$ cat config.mk
export PLATFORM = sky130hd
export DESIGN_NAME = irq_ctrl_bank
export DESIGN_NICKNAME = d
export VERILOG_FILES = /design/src/hdl/irq_bank_pkg.sv /design/src/hdl/arb_if.sv /design/src/hdl/irq_prio_select.sv /design/src/hdl/irq_ctrl_bank.sv
export VERILOG_INCLUDE_DIRS = /design/src /design/src/hdl
export SDC_FILE = /design/constraint.sdc
export NUM_CORES = 1
export LEC_CHECK = 0
export ABC_AREA = 1
export BUFFER_PORTS_ARGS = -buffer_cell sky130_fd_sc_hd__buf_2
export CELL_PAD_IN_SITES_DETAIL_PLACEMENT = 2
export CELL_PAD_IN_SITES_GLOBAL_PLACEMENT = 2
export CORE_MARGIN = 3
export CORE_UTILIZATION = 35
export CTS_CLUSTER_DIAMETER = 30
export DETAILED_ROUTE_END_ITERATION = 8
export HOLD_SLACK_MARGIN = 0.02
export PLACE_DENSITY = 0.84
export SLEW_MARGIN = 40
export SYNTH_ARGS = -nofsm -noshare
export SYNTH_HDL_FRONTEND = slang
export SYNTH_HIERARCHICAL = 1
export SYNTH_SLANG_ARGS = --single-unit
$ cat constraint.sdc
create_clock -name sys_clk -period 30.1 [get_ports sys_clk]
set_input_delay 4.515 -clock sys_clk [delete_from_list [all_inputs] [get_ports sys_clk]]
set_output_delay 4.515 -clock sys_clk [all_outputs]
set_load 0.03 [all_outputs]
$ cat src/hdl/irq_bank_cfg.svh
/*
 * Constants of the maskable interrupt control bank: register addresses,
 * field positions, reset values and the bit layout of the grouped mask words.
 * Assumes byte addressing on a 32-bit address and 8-bit register data.
 */
`ifndef IRQ_BANK_CFG_SVH
`define IRQ_BANK_CFG_SVH

// number of maskable sources held by this bank
`define NUM_SRC    26
`define SRC_W      5

// fields of a source control register
`define FLAG_BIT   7
`define MASK_BIT   6
`define PRIO_MSB   2
`define ICR_RESET  8'h47
`define RST_FLAG   1'h0
`define RST_MASK   1'h1
`define RST_PRIO   3'h7

// control register addresses, source 25 first, source 0 last
`define ICR_OFS_LIST { \
  32'hFFFFF14E, 32'hFFFFF14C, 32'hFFFFF14A, 32'hFFFFF148, 32'hFFFFF146, \
  32'hFFFFF144, 32'hFFFFF142, 32'hFFFFF140, 32'hFFFFF13E, 32'hFFFFF13C, \
  32'hFFFFF13A, 32'hFFFFF130, 32'hFFFFF12E, 32'hFFFFF12C, 32'hFFFFF12A, \
  32'hFFFFF128, 32'hFFFFF126, 32'hFFFFF124, 32'hFFFFF122, 32'hFFFFF120, \
  32'hFFFFF11E, 32'hFFFFF118, 32'hFFFFF116, 32'hFFFFF114, 32'hFFFFF112, \
  32'hFFFFF110 }

// control register window, bits 5:3 of every read in it are zero
`define ICR_LO     32'hFFFFF110
`define ICR_HI     32'hFFFFF14F

// grouped mask words, four byte lanes from this base
`define MW_BASE    32'hFFFFF100
`define MW_BYTES   4
`define MW_RESET   32'hFFFFFFFF

// bit of each source inside the 32-bit grouped mask view, source 25 first
`define MW_POS_LIST { \
  5'h1F, 5'h1E, 5'h1D, 5'h1C, 5'h1B, 5'h1A, 5'h19, 5'h18, 5'h17, \
  5'h16, 5'h15, 5'h10, 5'h0F, 5'h0E, 5'h0D, 5'h0C, 5'h0B, 5'h0A, \
  5'h09, 5'h08, 5'h07, 5'h04, 5'h03, 5'h02, 5'h01, 5'h00 }

`endif

$ cat src/hdl/irq_bank_pkg.sv
/*
 * Types shared by the interrupt control bank modules.
 * Assumes irq_bank_cfg.svh is on the include path.
 */
`include "irq_bank_cfg.svh"

package irq_bank_pkg;

  typedef logic [`NUM_SRC-1:0]      src_vec_t;
  typedef logic [`SRC_W-1:0]        src_idx_t;
  typedef logic [`PRIO_MSB:0]       prio_t;
  typedef logic [`NUM_SRC-1:0][2:0] prio_arr_t;

  typedef struct packed {
    src_vec_t  flag;
    src_vec_t  mask;
    prio_arr_t prio;
    logic [7:0] rd_data;
    logic      irq_req;
    src_idx_t  irq_src;
    prio_t     irq_level;
  } bank_state_t;

endpackage : irq_bank_pkg

$ cat src/hdl/arb_if.sv
/*
 * Carrier between the control bank and its priority selector.
 * Assumes both ends run on the same clock; the selector is combinational.
 */
`timescale 1ns/1ps
`default_nettype none

interface arb_if;
  import irq_bank_pkg::*;
  src_vec_t  req;
  prio_arr_t lvl;
  logic      hit;
  src_idx_t  idx;
  prio_t     win_lvl;
  modport ctrl (output req, output lvl, input hit, input idx, input win_lvl);
  modport sel  (input req, input lvl, output hit, output idx, output win_lvl);
endinterface : arb_if

`default_nettype wire

$ cat src/hdl/irq_prio_select.sv
/*
 * Picks the winning request: lowest programmable level first, then the
 * lower source index as the fixed default order.
 * Assumes req already excludes masked and acknowledged sources.
 */
`timescale 1ns/1ps
`default_nettype none

module irq_prio_select
  import irq_bank_pkg::*;
(
  // selector side of the carrier
  arb_if.sel arb
);

  logic     hit;
  src_idx_t idx;
  prio_t    best;

  // walk from the highest index down so an equal level keeps the lower index
  always_comb begin
    hit  = 1'b0;
    idx  = '0;
    best = 3'h7;
    for (int i = `NUM_SRC - 1; i >= 0; i--) begin
      if (arb.req[i] && (!hit || arb.lvl[i] <= best)) begin
        hit  = 1'b1;
        idx  = src_idx_t'(i);
        best = arb.lvl[i];
      end
    end
  end

  assign arb.hit     = hit;
  assign arb.idx     = idx;
  assign arb.win_lvl = best;

endmodule : irq_prio_select

`default_nettype wire

$ cat src/hdl/irq_ctrl_bank.sv
/*
 * Control bank for the maskable interrupts: one control register per source
 * holding request flag, mask flag and priority level, a grouped mask word view
 * of the same mask bits, and the request presented to the processor core.
 * Assumes request lines, acknowledge and core_busy are on sys_clk.
 */
// Added by the designer: the plain strobed port.
// What this block does
// - one control register owns each source
// - byte writes and single-bit writes both supported
// - bit 7 flag, set by request, cleared on acknowledge
// - bit 6 mask, one holds request pending
// - registers from FFFFF110 by halfword, bits 5:3 zero
// - pending while masked or core busy, then presented
// - equal levels resolved by fixed source order
// - one mask bit shared with grouped mask word
`timescale 1ns/1ps
`default_nettype none

module irq_ctrl_bank
  import irq_bank_pkg::*;
(
  // clock and reset
  input  wire logic       sys_clk,
  input  wire logic       arst_n,
  // register port
  input  wire logic [31:0] bus_addr,
  input  wire logic [7:0]  wr_data,
  input  wire logic        wr_strobe,
  input  wire logic        wr_bit,
  input  wire logic [2:0]  wr_bit_sel,
  input  wire logic        rd_strobe,
  output logic      [7:0]  rd_data,
  // peripheral request pulses, one per source
  input  wire logic [`NUM_SRC-1:0] src_req,
  // processor core side
  input  wire logic              core_busy,
  input  wire logic              ack_valid,
  input  wire logic [`SRC_W-1:0] ack_src,
  output logic                   irq_req,
  output logic      [`SRC_W-1:0] irq_src,
  output logic      [2:0]        irq_level
);

  localparam logic [`NUM_SRC*32-1:0] ICR_OFS = `ICR_OFS_LIST;
  localparam logic [`NUM_SRC*5-1:0]  MW_POS  = `MW_POS_LIST;

  localparam bank_state_t RST_STATE = '{
    flag:      {`NUM_SRC{`RST_FLAG}},
    mask:      {`NUM_SRC{`RST_MASK}},
    prio:      {`NUM_SRC{`RST_PRIO}},
    rd_data:   8'h00,
    irq_req:   1'b0,
    irq_src:   '0,
    irq_level: 3'h0
  };

  bank_state_t s_q;
  bank_state_t s_d;
  src_vec_t    ack_hot;
  logic [7:0]  nv;
  logic [31:0] mw;
  logic [4:0]  pos;

  arb_if arb ();

  irq_prio_select u_sel (
    .arb (arb.sel)
  );

  ////////////////////////////////////////////////////////////////////////////
  // helpers

  // mask of the bits a write may touch; a bit op leaves the rest alone
  function automatic logic [7:0] merge8(input logic [7:0] old,
                                        input logic [7:0] wd,
                                        input logic       bit_op,
                                        input logic [2:0] sel);
    logic [7:0] m;
    m = bit_op ? (8'h01 << sel) : 8'hFF;
    return (old & ~m) | (wd & m);
  endfunction : merge8

  // grouped mask view; bits owned by no source read as one
  function automatic logic [31:0] mw_view(input src_vec_t mask);
    logic [31:0] v;
    v = `MW_RESET;
    for (int i = 0; i < `NUM_SRC; i++) begin
      v[MW_POS[i*5 +: 5]] = mask[i];
    end
    return v;
  endfunction : mw_view

  function automatic logic [7:0] icr_view(input bank_state_t s, input int i);
    return {s.flag[i], s.mask[i], 3'b000, s.prio[i]};
  endfunction : icr_view

  ////////////////////////////////////////////////////////////////////////////
  // selector feed

  // a source being acknowledged is kept out so it cannot be offered twice
  assign ack_hot  = ack_valid ? (src_vec_t'(1) << ack_src) : '0;
  assign arb.req  = s_q.flag & ~s_q.mask & ~ack_hot;
  assign arb.lvl  = s_q.prio;

  ////////////////////////////////////////////////////////////////////////////
  // next state

  always_comb begin
    nv        = 8'h00;
    pos       = 5'h00;
    mw        = mw_view(s_q.mask);
    s_d       = s_q;
    s_d.rd_data = 8'h00;

    // acknowledge clears the flag of the source taken by the core
    if (ack_valid && ack_src < `SRC_W'(`NUM_SRC)) begin
      s_d.flag[ack_src] = 1'b0;
    end

    if (wr_strobe) begin
      for (int i = 0; i < `NUM_SRC; i++) begin
        if (bus_addr == ICR_OFS[i*32 +: 32]) begin
          nv = merge8(icr_view(s_q, i), wr_data, wr_bit, wr_bit_sel);
          s_d.flag[i] = nv[`FLAG_BIT];
          s_d.mask[i] = nv[`MASK_BIT];
          s_d.prio[i] = nv[`PRIO_MSB:0];
        end
      end
      for (int k = 0; k < `MW_BYTES; k++) begin
        if (bus_addr == `MW_BASE + 32'(k)) begin
          nv = merge8(mw[k*8 +: 8], wr_data, wr_bit, wr_bit_sel);
          for (int i = 0; i < `NUM_SRC; i++) begin
            pos = MW_POS[i*5 +: 5];
            if (pos[4:3] == 2'(k)) begin
              s_d.mask[i] = nv[pos[2:0]];
            end
          end
        end
      end
    end

    // a request in the same cycle as a clear or write still lands
    s_d.flag = s_d.flag | src_req;

    if (rd_strobe) begin
      for (int i = 0; i < `NUM_SRC; i++) begin
        if (bus_addr == ICR_OFS[i*32 +: 32]) begin
          s_d.rd_data = icr_view(s_q, i);
        end
      end
      for (int k = 0; k < `MW_BYTES; k++) begin
        if (bus_addr == `MW_BASE + 32'(k)) begin
          s_d.rd_data = mw[k*8 +: 8];
        end
      end
    end

    // held back while the core services another interrupt
    s_d.irq_req   = arb.hit && !core_busy;
    s_d.irq_src   = arb.idx;
    s_d.irq_level = arb.win_lvl;
  end

  always_ff @(posedge sys_clk or negedge arst_n) begin
    if (!arst_n) begin
      s_q <= RST_STATE;
    end else begin
      s_q <= s_d;
    end
  end

  assign rd_data   = s_q.rd_data;
  assign irq_req   = s_q.irq_req;
  assign irq_src   = s_q.irq_src;
  assign irq_level = s_q.irq_level;
endmodule : irq_ctrl_bank

`default_nettype wire

==> results of run 1 <==
-- cells in the mapped netlist, types with 21 or more instances --
| cell | count | area (sq um) |
|---|---|---|
| nor2_1 | 139 | 522 |
| inv_1 | 217 | 815 |
| dfstp_2 | 104 | 2730 |
| nand2_1 | 412 | 1550 |
| or2_2 | 43 | 269 |
| ha_1 | 75 | 938 |
| o21ai_0 | 266 | 1330 |
| o211ai_1 | 21 | 158 |
| dfrtp_1 | 43 | 1080 |
| a21oi_1 | 97 | 485 |
| nand3_1 | 144 | 721 |
| clkbuf_1 | 30 | 113 |
-- cell families after synthesis --
group	after synthesis	share of synthesized area (%)
AND/OR/NAND/NOR	846	30.8
AO/OA/AOI/OAI	455	20.3
buffers and inverters	295	9.51
flip-flops	147	30.4
adder cells (fa/ha/maj)	75	7.50
multiplexers	16	1.44
-- stage by stage --
stage	cells	setup WS, ns
after detailed placement	2551	-3.92
after global placement	2551	-0.791
after floorplan	1834	0.0102
==> flow_metrics.py, run 1 <==
metrics = {
    "outcome": {
        "outcome": "aborted with a tool error",
        "haltStage": "clock tree synthesis",
        "error_line": "[ERROR DPL-0033] detailed placement checks failed during check placement.",
    },
    "clocking": {
        "post_cts_buffers": 78,
        "cts_root_buffer": "clkbuf_16",
        "cts_buffers": 17,
        "post_cts_resize_count": 418,
        "postCtsHoldBufs": 0,
        "h-tree-depth": 4,
        "clock_sinks": 147,
        "cts_buffer_depth": 2,
    },
    "synth": {
        "synth_cell_types": 55,
        "synthFlopType": "dfstp_2",
        "avgSynthCellArea_sq_um": 6.83,
        "syn_area_sq_um": 12500,
        "async_reset_ff_share_pct": 100,
        "ys_seq_elements": 147,
        "yosysSeqAreaShare_pct": 30.4,
        "synthCells": 1834,
        "ys_warn_count": 6,
        "synth_nets": 1990,
        "synth_edf_count": 0,
    },
    "placement": {
        "placed_area_sq_um": 15000,
        "place_congestion": 0.926,
        "io_buffers": 97,
        "dp_hpwl_mm": 49.1,
    },
    "floorplanning": {
        "die_width_um": 195,
        "die_h_um": 195,
        "ios": 98,
        "num_rows": 68,
        "start_util_pct": 35.9,
    },
}
==> run 2: changes to the inputs <==
--- a/config.mk
+++ b/config.mk
@@ -8,14 +8,10 @@
 export LEC_CHECK = 0
 export ABC_AREA = 1
 export BUFFER_PORTS_ARGS = -buffer_cell sky130_fd_sc_hd__buf_2
-export CELL_PAD_IN_SITES_DETAIL_PLACEMENT = 2
-export CELL_PAD_IN_SITES_GLOBAL_PLACEMENT = 2
 export CORE_MARGIN = 3
-export CORE_UTILIZATION = 35
-export CTS_CLUSTER_DIAMETER = 30
+export CORE_UTILIZATION = 25
 export DETAILED_ROUTE_END_ITERATION = 8
-export HOLD_SLACK_MARGIN = 0.02
-export PLACE_DENSITY = 0.84
+export PLACE_DENSITY_LB_ADDON = 0.15
 export SLEW_MARGIN = 40
 export SYNTH_ARGS = -nofsm -noshare
 export SYNTH_HDL_FRONTEND = slang
==> flow_metrics.py, run 2 <==
metrics = {
    "timing": {
        "finalHoldViolations": 0,
        "min_period_over_period_pct": 99.3,
        "fmax_ghz": 0.0335,
        "finalMaxSlewViolations": 0,
        "report.final.setup_viol": 0,
        "rsz0062_at_grt": "yes",
        "finClkSkew_ns": 0.00891,
        "tns_ns": 0,
        "fin_crit_ns": 29.88,
        "fin_ws_ns": 0.219,
        "relSlewSlack_pct": 42.9,
        "tightestPinTransition_ns": 0.848,
    },
    "floorplanning": {
        "fp.coreArea_sq_um": 49200,
        "die_width_um": 230,
        "start_util_pct": 25.5,
        "die_h_um": 230,
        "die_area_sq_um": 52800,
        "ios": 98,
        "num_rows": 81,
    },
    "clocking": {
        "cts_root_buffer": "clkbuf_16",
        "path_clk_slew_ns": 0.06,
        "postCtsHoldBufs": 0,
        "h-tree-depth": 4,
        "cts_buffers": 17,
        "clock_sinks": 147,
        "cts_tree": "yes",
        "cts_buffer_depth": 2,
        "clk_latency_ns": 0.44,
    },
    "drt": {
        "viasPerCell": 4.87,
        "wl_mm": 52.3,
        "drc_errors": 0,
        "vias": 13800,
        "dr.first_iter.drc_count": 886,
        "firstDrtPassIters": 5,
        "ant_nets": 0,
        "wl_per_cell_um": 18.5,
    },
    "final_layout": {
        "mostFrequentLayoutCells": "315 x nand2_1, 254 x o21ai_0, 229 x buf_4",
        "syn_to_final_growth_pct": 43.5,
        "final_common_cell": "nand2_1",
        "final_area_sq_um": 18000,
        "finalNetCount": 2308,
        "layout-drive-gt1-share_pct": 43.0,
        "stdcell_count": 2829,
        "antenna_cells": 0,
    },
    "synth": {
        "synth_nets": 1990,
        "avgSynthCellArea_sq_um": 6.83,
        "netlist_top_cells_count": "412 x nand2_1, 266 x o21ai_0, 217 x inv_1",
        "syn_area_sq_um": 12500,
        "yosys-top-cells-area": "dfstp_2 22%, nand2_1 12%, o21ai_0 11%",
        "synthFlopType": "dfstp_2",
        "yosysMostFrequentCell": "nand2_1",
        "synth_top_area_share_pct": 21.8,
        "yosysTopAreaCell": "dfstp_2",
        "ys_warn_count": 6,
        "synthCells": 1834,
        "synth_cell_types": 55,
        "yosysSeqAreaShare_pct": 30.4,
        "ys_seq_elements": 147,
        "synth_edf_count": 0,
        "async_reset_ff_share_pct": 100,
    },
    "placement": {
        "placed_area_sq_um": 15300,
        "dp_hpwl_mm": 39.3,
        "io_buffers": 97,
        "dp.cells": 2761,
        "place_ws_ns": -1.73,
        "place_congestion": 0.903,
    },
    "min_path": {
        "hp-class": "reg -> reg",
    },
    "setup_path": {
        "crit_family": "simple AND/OR/NAND/NOR gates",
        "worst_setup_path_start_kind": "input port",
        "timing_worst_setup_path_type": "in -> reg",
        "slowest_delay_ns": 0.29,
        "crit_top_cell": "nand2_2",
        "cp.required_ns": 30.48,
        "crit_path_end_kind": "flop",
        "critical_path_arrival_ns": 30.26,
        "critPathBufInv": 36,
        "cp_max_fo": 7,
        "slowest_stage": "o311ai_4",
    },
    "grt": {
        "antenna_found_initial": 1,
        "grt_pass1_wl_mm": 78.1,
        "first_global_vias": 13600,
        "grt_use_total_pct": 19.0,
        "grt_max_degree": 97,
        "globalRouteOverflowTotal": 0,
    },
    "power_and_ir_drop": {
        "totalPowerFinal_uw": 649,
        "ir_worst_vdd_mv": 0.0322,
        "total_leakage_power_nw": 8.02,
        "powerDensity_nw_per_um2": 36.1,
    },
    "outcome": {
        "outcome": "completed",
    },
    "run": {
        "maxCapViolations": 0,
    },
}
## run 2: cell counts after synthesis
Identical to the previous run, type by type.
## run 2: per-stage QoR
step / util (%) / hold slack, ns
finish: 36.6 / 0.514
global route: 36.6 / 0.536
CTS: 32.8 / 0.516
detailed placement: 31.0 / 0.504
global placement: 31.0 / 0.493
floorplan: - / 0.480
## run 2: worst paths after layout
path	slack (ns)	startpoint	to	cells after the start
worst max-delay path	0.22	ack_src[0]	irq_level[0]	214
worst min-delay path	0.51	flop	flop	2
worst max register to register	4.13	s_q[146]	irq_level[0]	210
worst min register to register	0.51	flop	flop	2
max in group asynchronous	24.74	arst_n	s_q[132]	2
min in group asynchronous	4.12	arst_n	rd_data[7]	1
## run 2: tightest hold or removal path, stage by stage, from the launching register on
cell     delay (ns)
dfstp_2        0.37
o21ai_0        0.06
o21ai_0        0.08
## run 2: layer usage
layer	GRT usage, %	wire length, um
met5	0	13
met1	25.0	23600
met4	4.35	899
met3	2.84	1660
met2	32.8	26100
## run 2: area by class of cell
type,instances,area (sq um)
clock buffers,23,488
inverters,246,948
flip-flops and latches,147,3810
clock inverters,9,104
fillers,5190,31200
well taps,664,831
repair buffers,348,2500
multi-input cells,1392,9290
## run 2: kinds of logic after synthesis
kind of cell               Yosys count  synth area share [%]
DFF                                147                  30.4
buffers and inverters              295                  9.51
and+or+nand+nor                    846                  30.8
muxes                               16                  1.44
adders and majority gates           75                  7.50
AOI/OAI and AO/OA                  455                  20.3
## run 2: power breakdown
part / total [mW] / internal, mW / switching, mW
registers: 0.202 / 0.202 / 0.000794
clock network: 0.221 / 0.130 / 0.0904
logic: 0.226 / 0.100 / 0.126
## run 2: timing repair
action / CTS / global route
pin swaps: 27 / 178
setup endpoints to repair: 8 / 8
resized for setup: 38 / 370
setup buffers: 13 / 23
Power figures use the tool's default switching activity.
